--- config.mk ---
export PLATFORM = sky130hd
export DESIGN_NAME = wake_event_logic
export DESIGN_NICKNAME = d
export VERILOG_FILES = /design/src/include/wake_event_pkg.sv /design/src/rtl/wake_debounce.sv /design/src/rtl/wake_timer.sv /design/src/rtl/wake_event_logic.sv
export VERILOG_INCLUDE_DIRS = /design/src /design/src/include
export SDC_FILE = /design/constraint.sdc
export NUM_CORES = 1
export LEC_CHECK = 0
export CAP_MARGIN = 5
export CORE_MARGIN = 8
export CORE_UTILIZATION = 44
export CTS_CLUSTER_SIZE = 25
export DETAILED_ROUTE_END_ITERATION = 12
export DONT_BUFFER_PORTS = 1
export GPL_ROUTABILITY_DRIVEN = 0
export PLACE_DENSITY = 0.73
export SLEW_MARGIN = 40
export SYNTH_ARGS = -nofsm -noshare
export SYNTH_HDL_FRONTEND = slang
export SYNTH_SLANG_ARGS = --single-unit
--- constraint.sdc ---
create_clock -name mclk -period 2.25 [get_ports mclk]
set_clock_uncertainty 0.15 [all_clocks]
set_input_delay 0.225 -clock mclk [delete_from_list [all_inputs] [get_ports mclk]]
set_output_delay 0.225 -clock mclk [all_outputs]
set_load 0.02 [all_outputs]
--- src/include/wake_event_defs.svh ---
// Register indices, field positions, reset values and timing figures
`ifndef WAKE_EVENT_DEFS_SVH
`define WAKE_EVENT_DEFS_SVH
// Register indices (byte address is four times the index)
`define WT_VALUE_IDX 16'h2880
`define RST_FLAGS_IDX 16'h28B0
`define WAKE_FLAGS_IDX 16'h28B1
`define LP_CTRL_IDX 16'h28B2
`define PIN_EN_IDX 16'h28B3
`define OPT_CTRL_IDX 16'h2457
`define PIN_CFG_IDX 16'h28C0
// Low-power control bits
`define LP_SLEEP 7
`define LP_DISPLAY 6
`define LP_ARM 5
// Wake enable and wake flag bits
`define WK_TMR 5
`define WK_RX 4
`define WK_PB 3
`define WK_P4 2
`define WK_P52 1
`define WK_P55 0
// Reset-source flag bits
`define RF_CSTART 7
`define RF_RST 6
`define RF_RSTBIT 5
`define RF_OVF 4
`define RF_ERST 3
`define RF_BADVDD 2
// Flags whose setting clears each reset-source flag
`define KILL_RST 8'hB4
`define KILL_RSTBIT 8'hD4
`define KILL_ERST 8'hF0
`define KILL_OVF 8'hE4
`define KILL_CSTART 8'h74
`define KILL_BADVDD 8'h00
// Optical disable bit
`define OPT_DIS_BIT 2
// Reset values
`define RST_BYTE 8'h00
`define RST_WORD 32'h0000_0000
// Pin sample vector positions
`define PIN_PB 0
`define PIN_P4 1
`define PIN_P52 2
`define PIN_P55 3
`define PIN_RX 4
`define PIN_ORX 5
`define PIN_RSTP 6
`define PIN_ERSTP 7
`define PIN_EEN 8
`define PIN_LBAT 9
`define PIN_N 10
// Timing
`define CLK_NS 10
`define SLOW_HZ 32768
`define SLOW_CYCLES (1000000000 / (`SLOW_HZ * `CLK_NS))
`define SAMPLE_MS 2
`define STABLE_MS 64
`define STABLE_SAMPLES (`STABLE_MS / `SAMPLE_MS)
`define SAMPLE_CYCLES (`SAMPLE_MS * 1000000 / `CLK_NS)
`endif

--- src/include/wake_event_pkg.sv ---
// Types shared by the wake logic modules
`include "wake_event_defs.svh"
package wake_event_pkg;
   // Run or low-power mode, one-hot
   typedef enum logic [1:0]
   {
      MODE_RUN = 2'b01,
      MODE_LOW = 2'b10
   } mode_e;
   // Wake timer state
   typedef struct packed
   {
      logic [7:0] count;
      logic [15:0] secCnt;
      logic armed;
      logic running;
      logic expire;
   } timer_s;
   // Debounce state
   typedef struct packed
   {
      logic [7:0] count;
      logic high;
   } deb_s;
   // Main block state
   typedef struct packed
   {
      mode_e mode;
      logic [`PIN_N-1:0] sync1;
      logic [`PIN_N-1:0] sync2;
      logic [`PIN_N-1:0] prev;
      logic [7:0] timerValue;
      logic [4:0] pinEnable;
      logic [2:0] pinConfig;
      logic optDisable;
      logic sleepBit;
      logic displayBit;
      logic armLoad;
      logic wake;
      logic [7:0] resetFlags;
      logic [5:0] wakeFlags;
      logic ack;
      logic [31:0] rdata;
      logic [11:0] slowCnt;
      logic [17:0] sampleCnt;
      logic slowTick;
      logic sampleTick;
   } main_s;
endpackage

--- src/rtl/wake_debounce.sv ---
// High-level debounce filter for one wake pin
`timescale 1ns/1ns
`default_nettype none
`include "wake_event_defs.svh"
module wake_debounce
   import wake_event_pkg::*;
#(
   parameter int SAMPLES = `STABLE_SAMPLES
)
(
   // Clock and reset
   input wire logic mclk,
   input wire logic rst_n,
   // Sampling
   input wire logic sampleTick,
   input wire logic pinLevel,
   output logic stableHigh
);
   initial
   begin
      if (SAMPLES < 1 || SAMPLES > 255)
         $error("SAMPLES out of range");
   end
   localparam logic [7:0] LAST = 8'(SAMPLES);
   deb_s st;
   deb_s next_st;
   // Count consecutive high samples, any low sample restarts
   always_comb
   begin
      next_st = st;
      if (sampleTick)
      begin
         if (!pinLevel)
         begin
            next_st.count = `RST_BYTE;
            next_st.high = 1'b0;
         end
         else if (st.count != LAST)
            next_st.count = st.count + 8'h01;
         else
            next_st.high = 1'b1;
      end
   end
   // State register
   always_ff @(posedge mclk)
   begin
      if (!rst_n)
         st <= '0;
      else
         st <= next_st;
   end
   assign stableHigh = st.high;
endmodule
`default_nettype wire

--- src/rtl/wake_timer.sv ---
// Seconds wake timer, counts from the slow clock tick
`timescale 1ns/1ns
`default_nettype none
`include "wake_event_defs.svh"
module wake_timer
   import wake_event_pkg::*;
#(
   parameter int SEC_TICKS = `SLOW_HZ
)
(
   // Clock and reset
   input wire logic mclk,
   input wire logic rst_n,
   // Control
   input wire logic slowTick,
   input wire logic armLoad,
   input wire logic [7:0] loadValue,
   input wire logic lowPower,
   // Status
   output logic armed,
   output logic expire
);
   initial
   begin
      if (SEC_TICKS < 2 || SEC_TICKS > 65535)
         $error("SEC_TICKS out of range");
   end
   localparam logic [15:0] SEC_LAST = 16'(SEC_TICKS - 1);
   timer_s st;
   timer_s next_st;
   // Arm, start on low-power entry, count seconds
   always_comb
   begin
      next_st = st;
      next_st.expire = 1'b0;
      if (armLoad)
      begin
         next_st.count = loadValue;
         next_st.armed = 1'b1;
         next_st.running = 1'b0;
      end
      else if (!lowPower)
         next_st.running = 1'b0;
      else if (st.armed && !st.running)
      begin
         next_st.running = 1'b1;
         next_st.secCnt = 16'h0000;
      end
      else if (st.running && slowTick)
      begin
         if (st.secCnt != SEC_LAST)
            next_st.secCnt = st.secCnt + 16'h0001;
         else
         begin
            next_st.secCnt = 16'h0000;
            // Zero counts one more second, so value plus one
            if (st.count == 8'h00)
            begin
               next_st.expire = 1'b1;
               next_st.armed = 1'b0;
               next_st.running = 1'b0;
            end
            else
               next_st.count = st.count - 8'h01;
         end
      end
   end
   // State register
   always_ff @(posedge mclk)
   begin
      if (!rst_n)
         st <= '0;
      else
         st <= next_st;
   end
   assign armed = st.armed;
   assign expire = st.expire;
endmodule
`default_nettype wire

--- src/rtl/wake_event_logic.sv ---
// Wake and reset-source logic with its register file
//
// The Wishbone interface to the registers was decided locally.
`timescale 1ns/1ns
`default_nettype none
`include "wake_event_defs.svh"
module wake_event_logic
   import wake_event_pkg::*;
#(
   parameter int SEC_TICKS = `SLOW_HZ,
   parameter int SAMPLE_CYCLES = `SAMPLE_CYCLES,
   parameter int STABLE_SAMPLES = `STABLE_SAMPLES
)
(
   // Clock and reset
   input wire logic mclk,
   input wire logic rst_n,
   // Wishbone slave
   input wire logic cyc_i,
   input wire logic stb_i,
   input wire logic we_i,
   input wire logic [17:2] adr_i,
   input wire logic [3:0] sel_i,
   input wire logic [31:0] dat_i,
   output logic [31:0] dat_o,
   output logic ack_o,
   // Wake pins
   input wire logic pushbuttonPin,
   input wire logic digitalPinFour,
   input wire logic digitalPin52,
   input wire logic digitalPinFiftyFive,
   input wire logic serialRxPin,
   input wire logic opticalReceivePin,
   // Reset sources
   input wire logic resetPin,
   input wire logic emulatorResetPin,
   input wire logic emulatorEnablePin,
   input wire logic lowBatteryPin,
   input wire logic softResetEvent,
   input wire logic watchdogEvent,
   input wire logic coldStartEvent,
   // Processor and mode outputs
   output logic wakeActive,
   output logic mpuHoldReset,
   output logic sleepState,
   output logic displayOnlyRequest
);
   initial
   begin
      if (SAMPLE_CYCLES < 2 || SAMPLE_CYCLES > 262143)
         $error("SAMPLE_CYCLES out of range");
   end
   localparam logic [17:0] SAMPLE_LAST = 18'(SAMPLE_CYCLES - 1);
   localparam logic [11:0] SLOW_LAST = 12'(`SLOW_CYCLES - 1);

   main_s st; // All registered state
   main_s next_st; // Next state
   logic debPb; // Debounced pushbutton
   logic debP52; // Debounced pin 52
   logic debP55; // Debounced pin 55
   logic timerArmed; // Timer armed status
   logic timerExpire; // Timer expiry pulse
   logic [`PIN_N-1:0] rise; // Rising edges of synced pins
   logic [`PIN_N-1:0] fall; // Falling edges of synced pins
   logic [5:0] wakeEv; // Wake events per flag bit
   logic [5:0] flagHold; // Flags held cleared
   logic [7:0] rstSet; // Reset-source set events
   logic enterLow; // Sleep or display entry write
   logic access; // Bus access this cycle
   logic [31:0] rdMux; // Read data mux

   // Register index match
   function automatic logic hit(input logic [17:2] a, input logic [15:0] idx);
      hit = (a == idx);
   endfunction

   // Reset-source flag update with kill matrix
   function automatic logic nextRf(input logic cur, input logic set,
                                   input logic [7:0] sets, input logic [7:0] kill);
      nextRf = set | (cur & ~|(sets & kill));
   endfunction

   // Debounce filters for the level-sensitive pins
   wake_debounce #(.SAMPLES(STABLE_SAMPLES)) u_deb_pb
   (
      .mclk(mclk),
      .rst_n(rst_n),
      .sampleTick(st.sampleTick),
      .pinLevel(st.sync2[`PIN_PB]),
      .stableHigh(debPb)
   );
   wake_debounce #(.SAMPLES(STABLE_SAMPLES)) u_deb_p52
   (
      .mclk(mclk),
      .rst_n(rst_n),
      .sampleTick(st.sampleTick),
      .pinLevel(st.sync2[`PIN_P52]),
      .stableHigh(debP52)
   );
   wake_debounce #(.SAMPLES(STABLE_SAMPLES)) u_deb_p55
   (
      .mclk(mclk),
      .rst_n(rst_n),
      .sampleTick(st.sampleTick),
      .pinLevel(st.sync2[`PIN_P55]),
      .stableHigh(debP55)
   );

   // Seconds wake timer
   wake_timer #(.SEC_TICKS(SEC_TICKS)) u_timer
   (
      .mclk(mclk),
      .rst_n(rst_n),
      .slowTick(st.slowTick),
      .armLoad(st.armLoad),
      .loadValue(st.timerValue),
      .lowPower(st.mode == MODE_LOW),
      .armed(timerArmed),
      .expire(timerExpire)
   );

   // Edge detection on synchronised pins
   assign rise = st.sync2 & ~st.prev;
   assign fall = ~st.sync2 & st.prev;

   // Wake events and flag hold conditions
   always_comb
   begin
      wakeEv = 6'h00;
      flagHold = 6'h00;
      wakeEv[`WK_TMR] = timerExpire;
      wakeEv[`WK_PB] = st.pinEnable[`WK_PB] & debPb;
      // Either edge taken on the serial line
      wakeEv[`WK_RX] = st.pinEnable[`WK_RX] & (rise[`PIN_RX] | fall[`PIN_RX]);
      wakeEv[`WK_P4] = st.pinEnable[`WK_P4] & st.pinConfig[`WK_P4] & rise[`PIN_P4];
      wakeEv[`WK_P52] = st.pinEnable[`WK_P52] & st.pinConfig[`WK_P52] & debP52;
      if (st.optDisable)
      begin
         wakeEv[`WK_P55] = st.pinEnable[`WK_P55] & st.pinConfig[`WK_P55] & debP55;
         flagHold[`WK_P55] = ~(st.pinEnable[`WK_P55] & st.pinConfig[`WK_P55]);
      end
      else
      begin
         wakeEv[`WK_P55] = st.pinEnable[`WK_P55] & (rise[`PIN_ORX] | fall[`PIN_ORX]);
         flagHold[`WK_P55] = ~st.pinEnable[`WK_P55];
      end
      flagHold[`WK_P4] = ~(st.pinEnable[`WK_P4] & st.pinConfig[`WK_P4]);
      flagHold[`WK_P52] = ~(st.pinEnable[`WK_P52] & st.pinConfig[`WK_P52]);
   end

   // Reset-source events
   always_comb
   begin
      rstSet = 8'h00;
      rstSet[`RF_CSTART] = coldStartEvent;
      rstSet[`RF_RST] = rise[`PIN_RSTP];
      rstSet[`RF_RSTBIT] = softResetEvent;
      rstSet[`RF_OVF] = watchdogEvent;
      rstSet[`RF_ERST] = rise[`PIN_ERSTP] & st.sync2[`PIN_EEN];
      rstSet[`RF_BADVDD] = rise[`PIN_LBAT];
   end

   assign access = cyc_i & stb_i & ~st.ack;
   assign enterLow = access & we_i & sel_i[0] & hit(adr_i, `LP_CTRL_IDX)
                   & (dat_i[`LP_SLEEP] | dat_i[`LP_DISPLAY]);

   // Register read mux, unmapped reads as zero
   always_comb
   begin
      rdMux = `RST_WORD;
      if (hit(adr_i, `WT_VALUE_IDX))
         rdMux[7:0] = st.timerValue;
      else if (hit(adr_i, `RST_FLAGS_IDX))
         rdMux[7:0] = st.resetFlags;
      else if (hit(adr_i, `WAKE_FLAGS_IDX))
         rdMux[5:0] = st.wakeFlags;
      else if (hit(adr_i, `LP_CTRL_IDX))
         rdMux[7:5] = {st.sleepBit, st.displayBit, timerArmed};
      else if (hit(adr_i, `PIN_EN_IDX))
         rdMux[4:0] = st.pinEnable;
      else if (hit(adr_i, `OPT_CTRL_IDX))
         rdMux[`OPT_DIS_BIT] = st.optDisable;
      else if (hit(adr_i, `PIN_CFG_IDX))
         rdMux[2:0] = st.pinConfig;
   end

   // Next-state logic
   always_comb
   begin
      next_st = st;
      // Pin synchronisers and edge history
      next_st.sync1 = {lowBatteryPin, emulatorEnablePin, emulatorResetPin, resetPin,
                       opticalReceivePin, serialRxPin, digitalPinFiftyFive,
                       digitalPin52, digitalPinFour, pushbuttonPin};
      next_st.sync2 = st.sync1;
      next_st.prev = st.sync2;
      // Slow clock and debounce sample dividers
      next_st.slowTick = (st.slowCnt == SLOW_LAST);
      next_st.slowCnt = next_st.slowTick ? 12'h000 : st.slowCnt + 12'h001;
      next_st.sampleTick = (st.sampleCnt == SAMPLE_LAST);
      next_st.sampleCnt = next_st.sampleTick ? 18'h00000 : st.sampleCnt + 18'h00001;
      next_st.armLoad = 1'b0;
      next_st.ack = access;
      next_st.rdata = access ? rdMux : st.rdata;
      // Register writes
      if (access && we_i && sel_i[0])
      begin
         if (hit(adr_i, `WT_VALUE_IDX))
            next_st.timerValue = dat_i[7:0];
         else if (hit(adr_i, `LP_CTRL_IDX))
         begin
            next_st.armLoad = dat_i[`LP_ARM];
            next_st.sleepBit = dat_i[`LP_SLEEP];
            next_st.displayBit = dat_i[`LP_DISPLAY];
         end
         else if (hit(adr_i, `PIN_EN_IDX))
            next_st.pinEnable = dat_i[4:0];
         else if (hit(adr_i, `OPT_CTRL_IDX))
            next_st.optDisable = dat_i[`OPT_DIS_BIT];
         else if (hit(adr_i, `PIN_CFG_IDX))
            next_st.pinConfig = dat_i[2:0];
      end
      // Mode sequencing
      case (st.mode)
         MODE_RUN:
         begin
            if (enterLow)
            begin
               next_st.mode = MODE_LOW;
               next_st.wake = 1'b0;
            end
         end
         MODE_LOW:
         begin
            // Stay in low power until a wake or reset event
            if (|wakeEv || |rstSet)
            begin
               next_st.mode = MODE_RUN;
               next_st.wake = 1'b1;
               next_st.sleepBit = 1'b0;
               next_st.displayBit = 1'b0;
            end
         end
         default:
         begin
            next_st.mode = MODE_RUN;
            next_st.wake = 1'b1;
         end
      endcase
      // A reset source always restarts the processor
      if (|rstSet)
      begin
         next_st.mode = MODE_RUN;
         next_st.wake = 1'b1;
      end
      // Wake flags: set beats clear, held flags forced low
      next_st.wakeFlags = ((enterLow ? 6'h00 : st.wakeFlags) | wakeEv) & ~flagHold;
      // Reset flags: cleared by a sleep or display entry write or, except the bad-VDD flag, by other flags setting
      next_st.resetFlags = enterLow ? `RST_BYTE : st.resetFlags;
      next_st.resetFlags[`RF_RST] = nextRf(next_st.resetFlags[`RF_RST],
         rstSet[`RF_RST], rstSet, `KILL_RST);
      next_st.resetFlags[`RF_RSTBIT] = nextRf(next_st.resetFlags[`RF_RSTBIT],
         rstSet[`RF_RSTBIT], rstSet, `KILL_RSTBIT);
      next_st.resetFlags[`RF_ERST] = nextRf(next_st.resetFlags[`RF_ERST],
         rstSet[`RF_ERST], rstSet, `KILL_ERST);
      next_st.resetFlags[`RF_OVF] = nextRf(next_st.resetFlags[`RF_OVF],
         rstSet[`RF_OVF], rstSet, `KILL_OVF);
      next_st.resetFlags[`RF_CSTART] = nextRf(next_st.resetFlags[`RF_CSTART],
         rstSet[`RF_CSTART], rstSet, `KILL_CSTART);
      next_st.resetFlags[`RF_BADVDD] = nextRf(next_st.resetFlags[`RF_BADVDD],
         rstSet[`RF_BADVDD], rstSet, `KILL_BADVDD);
   end

   // State register, processor starts awake
   always_ff @(posedge mclk)
   begin
      if (!rst_n)
      begin
         st <= '0;
         st.mode <= MODE_RUN;
         st.wake <= 1'b1;
      end
      else
         st <= next_st;
   end

   // Outputs
   assign dat_o = st.rdata;
   assign ack_o = st.ack;
   assign wakeActive = st.wake;
   assign mpuHoldReset = ~st.wake;
   assign sleepState = st.sleepBit;
   assign displayOnlyRequest = st.displayBit;
endmodule
`default_nettype wire

# Yosys cells after proc, flatten, opt, wreduce, memory -nomap -nowiden
# Index checks and enable logic that the tools add are counted.
totals:
  ff_bits: 160
  out_inout_bits: 37
  wordCells: 211
op_classes:
  addsub: 7
  n_eq_ne: 27
  muxes: 49
  n_bitwise: 52
  reduce_logical: 45
ops:
  columns: ["op", "count"]
  rows:
  - ["16-bit by 14-bit == test with 1-bit output, second input constant", 7]
  - ["8-bit 2-to-1 mux", 10]
  - ["16-bit 2-to-1 mux", 2]
  - ["27-bit 2-to-1 mux", 1]
  - ["9-bit 2-to-1 mux", 3]
  - ["25-bit 2-to-1 mux", 1]
  - ["8-bit by 1-bit adder with 8-bit output, second input constant", 3]
  - ["3-bit 2-to-1 mux", 8]
  - ["8-bit by 6-bit inequality test with 1-bit output, second input constant", 3]
  - ["4-bit OR reduction", 6]
  - ["1-bit AND", 21]
  - ["18-bit by 1-bit adder with 18-bit output, second input constant", 1]
  - ["18-bit == test, second input constant", 1]
  - ["6-bit OR reduction", 3]
  - ["16-bit by 1-bit adder with 16-bit output, second input constant", 1]
  - ["2-bit 2-to-1 mux", 8]
  - ["16-bit by 15-bit inequality test with 1-bit output, second input constant", 1]
  - ["2-bit inequality test, second input constant", 8]
  - ["2-bit AND reduction", 8]
  - ["1-bit inverter", 15]
  - ["5-bit AND reduction", 3]
  - ["12-bit by 1-bit adder with 12-bit output, second input constant", 1]
  - ["6-bit AND", 2]
  - ["12-bit == test, second input constant", 1]
  - ["other kinds (26)", 62]

# Depth between registers and ports, before layout
logic_depth:
  depth_word: 9
  ltp_mapped: 7
  ltp_nobuf: 7

# Modules after synthesis
# From an unflattened synthesis, not the netlist that was laid out.
unflattened:
  hier_cells: 841
  hier_area_um2: 7403.4
modules_own_cells:
  columns: ["module", "n_inst", "cells_each", "area_per_inst_um2"]
  rows:
  - ["wake_event_logic", 1, 485, 4463.0]
  - ["wake_timer", 1, 194, 1555.2]
  - ["wake_debounce", 3, 54, 461.7]

# Least setup slack after synthesis
# No wires, ideal clock.
synth_timing:
  path_type: "input port to flip-flop"
  start: "input port adr_i[11] (netlist name)"
  end: "register st[70] (netlist name)"
  setup_time_ps: 128
  t_arrival_ps: 2177
  slack_ps: -204
  path_stages: 6
  cell_sequence: "or4b_4 > or4_4 > or4_4 > buf_6 > a21oi_2 > nor2_1"
synth_via:
  elab_chain_cells: 6
synth_rtl:
  columns: ["element", "line_no", "rtl"]
  rows:
  - ["start, declared", "wake_event_logic.sv:22", "input wire logic [17:2] adr_i,"]
  - ["16-bit by 14-bit == test with 1-bit output", "wake_event_logic.sv:74", "hit = (a == idx);"]
  - ["1-bit AND (2 in series)", "wake_event_logic.sv:164", "assign enterLow = access & we_i & sel_i[0] & hit(adr_i, `LP_CTRL_IDX)"]
  - ["6-bit 2-to-1 mux", "wake_event_logic.sv:257", "next_st.wakeFlags = ((enterLow ? 6'h00 : st.wakeFlags) | wakeEv) & ~flagHold;"]
  - ["6-bit OR", "wake_event_logic.sv:257", null]
  - ["6-bit AND", "wake_event_logic.sv:257", null]
  - ["end signal, assigned", "wake_event_logic.sv:284", "st <= next_st;"]
  - ["end, declared", "wake_event_logic.sv:56", "main_s st;"]
# No other way between the ends.
# A chain may end at the register's enable or synchronous reset.

# Worst setup path after layout
layout_timing:
  start: "register st[15] (netlist name)"
  end: "register st[10] (netlist name)"
layout_via:
  elab_chain_cells: 2
layout_rtl:
  columns: ["element", "line_no", "rtl"]
  rows:
  - ["18-bit == test", "wake_event_logic.sv:200", "next_st.sampleTick = (st.sampleCnt == SAMPLE_LAST);"]
  - ["2-bit OR reduction (no line)", null, null]
# No other way between the ends.

==> results by group <==
STA
  – Number of setup violations in the final report: 0
  – Count of final hold-check violations: 0
  – Slew headroom: 58.7%
  – Total Neg Setup Slack: 0 ns
  – Fmax achieved: 468 MHz
  – Fin crit period: 2.14 ns
  – Slew Limit Fails: 0
  – Slew @ Worst Pin: 0.612 ns
  – Tcrit/Tclk final: 94.9%

Die
  – Top Ports: 107
  – # rows: 46
  – Die area: 20100 sq um
  – Die Y: 142 um
  – Width of the die: 142 um
  – Initial Util: 44.4%
  – Core Region: 15700 sq um

Place
  – Cell total after placement: 1008
  – Placed inst area: 7200 sq um
  – Post-DP HPWL: 10.9 mm
  – IO buf count: 0

Clocking
  – Skew-Pair Late Insertion Delay: 0.42 ns
  – CTS Root Cell: clkbuf_16
  – CTS max path bufs: 2
  – TritonCTS Sinks: 155
  – H-tree level count: 4
  – Cts bufs inserted: 17
  – Cts repair resizes: 0
  – Clk slew on worst S/H paths: 0.06 ns
  – CTS tree: done

Global route
  – Vias in the first global route: 5108
  – GRT overflow: 0
  – Initial antenna violation count: 1
  – Largest net degree at the start of global routing: 47
  – GRT Overall Usage: 15.6%
  – Global-route wire length before repair: 25.4 mm

Layout
  – # fillers: 1441
  – Combined flip-flop and latch cell area: 3100 sq um
  – Nets@finish: 929
  – Share of cells above drive strength 1: 9.42%
  – Footprint of the multi-input gates: 3510 sq um
  – Fin util: 52.3%
  – Syn-to-layout area delta: 17.7%
  – Layout Cells excl Fill: 1077
  – Final Cell Area: 8190 sq um

Critical path
  – Worst Path Buf+Inv: 1
  – Crit path max-delay cell type: or4b_2
  – CP max FO: 8
  – CP peak stage delay: 0.67 ns
  – CP Cell Sequence: or4b_2 > or4_1 > nand2_1 > buf_4 > nor2_1
  – RR Endpoint: st[10]
  – Worst Setup End Kind: register
  – Worst r2r path cells: 5
  – WP depth: 5
  – CP Launch Type: register
  – Reg2reg start: st[15]
  – Crit path from: st[15]
  – Family with the most delay on the worst path: simple AND/OR/NAND/NOR gates
  – CP required: 2.41 ns
  – CP arrival: 2.29 ns
  – WS Path Type: reg2reg
  – Reg2reg setup slack: 0.11 ns

Drt
  – Routed via count: 5622
  – Vias/cell: 5.22
  – Drt first pass iters: 5
  – Total Routed Length: 15.8 mm
  – DRC: 0
  – Routed Antenna Nets: 0
  – 1st-iter DRT viols: 360
  – Routed wire per std cell: 14.7 um

Synthesis
  – Sequential area share after synthesis: 44.6%
  – Mux cell area share after synthesis: 3.51%
  – Mapped cell area: 6950 sq um
  – EDFF count, synth: 0
  – Syn_area_per_cell: 8.75 sq um
  – Post-Synth Adder-Cell Area: 1.98%
  – Async set-reset flop share out of synthesis: 0%
  – Yosys cell types: 60
  – Synthesized netlist cell count: 795
  – Yosys warnings: 0
  – Compound-Gate Fraction of Synth Area: 9.47%
  – Synthesized-area fraction occupied by xor and xnor cells: 6.93%
  – Top FF cell, synth: dfxtp_1
  – Synth Area in Simple Gates: 27.3%
  – Synthesized flop and latch total: 155
  – Main combinational cell family by area after synthesis: simple AND/OR/NAND/NOR gates

Power
  – Worst vdd ir: 0.000543 V
  – Total Power: 6000 uW
  – Power Dens Cells: 733 nW/um^2
  – Pleak: 0.00310 uW

Min path
  – Hold Path End: dat_o[0]
  – WHS Path Cells: 3
  – Min-delay src: adr_i[3]
  – Worst hold path class: in2reg

Run status
  – Status: finished, final reports clean

Flow run
  – Max_cap viols: 0
==> where the power goes <==
| group | switching (uW) | total, uW | internal [uW] |
|---|---|---|---|
| Combinational | 136 | 238 | 102 |
| Clock | 1090 | 2940 | 1860 |
| Sequential | 33.8 | 2820 | 2780 |
| Total | 1260 | 6000 | 4740 |
==> layer usage <==
layer  vias to the layer above  share of wire, %  track usage, %
met5                         -                 0               0
met4                         0               2.0            6.61
met3                        25               5.9            4.50
met2                       143                43            23.7
met1                      2632                49            20.4
li1                       2822                 -               -
==> logic make-up (layout without fill, tap and decap cells) <==
family,after synthesis,after routing
multiplexers,24,24
buffers and inverters,80,122
adder cells (fa/ha/maj),11,11
flip-flops,155,155
AO/OA/AOI/OAI,113,113
AND/OR/NAND/NOR,356,356
other,1,25
XOR/XNOR,55,55
==> cell type report <==
cell class | count | share of cell area [%]
timing repair buffer | 67 | 7.37
sequential | 155 | 37.9
clock inverter | 6 | 1.34
inverter | 24 | 1.10
clock buffer | 25 | 6.05
antenna | 1 | 0.0306
tap | 216 | 3.30
multi-input combinational | 583 | 42.9
==> sequential cells by signal, summed over array words and instances, names as in the netlist, 8 cells and up <==
name          count
dat_o             8
next_st          20
st               70
u_deb_p52.st      8
u_deb_p55.st      8
u_deb_pb.st       8
u_timer.st       25
==> cells in the final DEF, fill, tap and decap left out, drive strengths merged, types with 4 or more instances in the layout <==
cell,instances
and3,13
a21oi,50
nand4,27
o21ai,34
or4,6
inv,23
xor2,30
dlygate4sd3,35
nand2b,7
nand2,52
mux2i,21
nor3,13
conb,24
or3,10
or2,4
buf,32
nor4,15
nor2,105
nor3b,6
ha,11
xnor2,25
nor2b,7
a22oi,5
and2,29
and4,9
clkbuf,25
nand3,32
dfxtp,155
==> what timing repair did <==
item,CTS,global route
hold endpoints to repair,101,0
hold buffers,36,0
buffers inserted,0,1
setup endpoints to repair,0,2
==> worst max-delay path by stage <==
stage,end,slack [ns]
final,st[10],0.11
after global routing,u_timer.st[25],-0.10
after CTS,u_timer.st[20],0.10
after detailed placement,dat_o[3],-0.22
after global placement,st[130],-0.17
after floorplan,st[70],-0.09
==> synth_stat cells (3+ instances only) <==
master | count | area, sq um
xor2_1 | 30 | 263
a22oi_1 | 5 | 37.5
nor2b_1 | 7 | 43.8
or2_2 | 4 | 25.0
nor3_1 | 13 | 65.1
or3_1 | 10 | 62.6
inv_1 | 23 | 86.3
and3_1 | 13 | 81.3
nor3b_1 | 6 | 45.0
o21ai_0 | 31 | 155
mux2_2 | 3 | 33.8
clkbuf_1 | 22 | 82.6
and2_1 | 29 | 181
ha_1 | 11 | 138
o21ai_1 | 3 | 15.0
nor4_1 | 14 | 87.6
dfxtp_1 | 155 | 3100
buf_4 | 32 | 240
and4b_1 | 3 | 30.0
nand3b_1 | 3 | 22.5
xnor2_1 | 25 | 219
nor2_1 | 105 | 394
nand3_1 | 32 | 160
or4_1 | 4 | 30.0
a21oi_2 | 3 | 26.3
a21oi_1 | 47 | 235
nand4_1 | 27 | 169
nand2_1 | 52 | 195
o22ai_1 | 3 | 18.8
or3b_2 | 3 | 26.3
nand2b_1 | 7 | 43.8
and4_1 | 9 | 78.8
o21a_1 | 3 | 22.5
mux2i_1 | 21 | 210
==> tightest hold or removal path, stage by stage <==
cell and delay, ns:
mux2_2 0.13, a21oi_1 0.06, a21oi_1 0.13
==> through the flow <==
stage	hold WS, ns	setup slack [ns]
finish	0.0220	0.115
global route	0.0301	-0.104
CTS	0.00641	0.102
detailed placement	0.202	-0.221
global placement	0.199	-0.169
floorplan	0.192	-0.0858
Note: power is estimated with default switching activity, not from simulation.
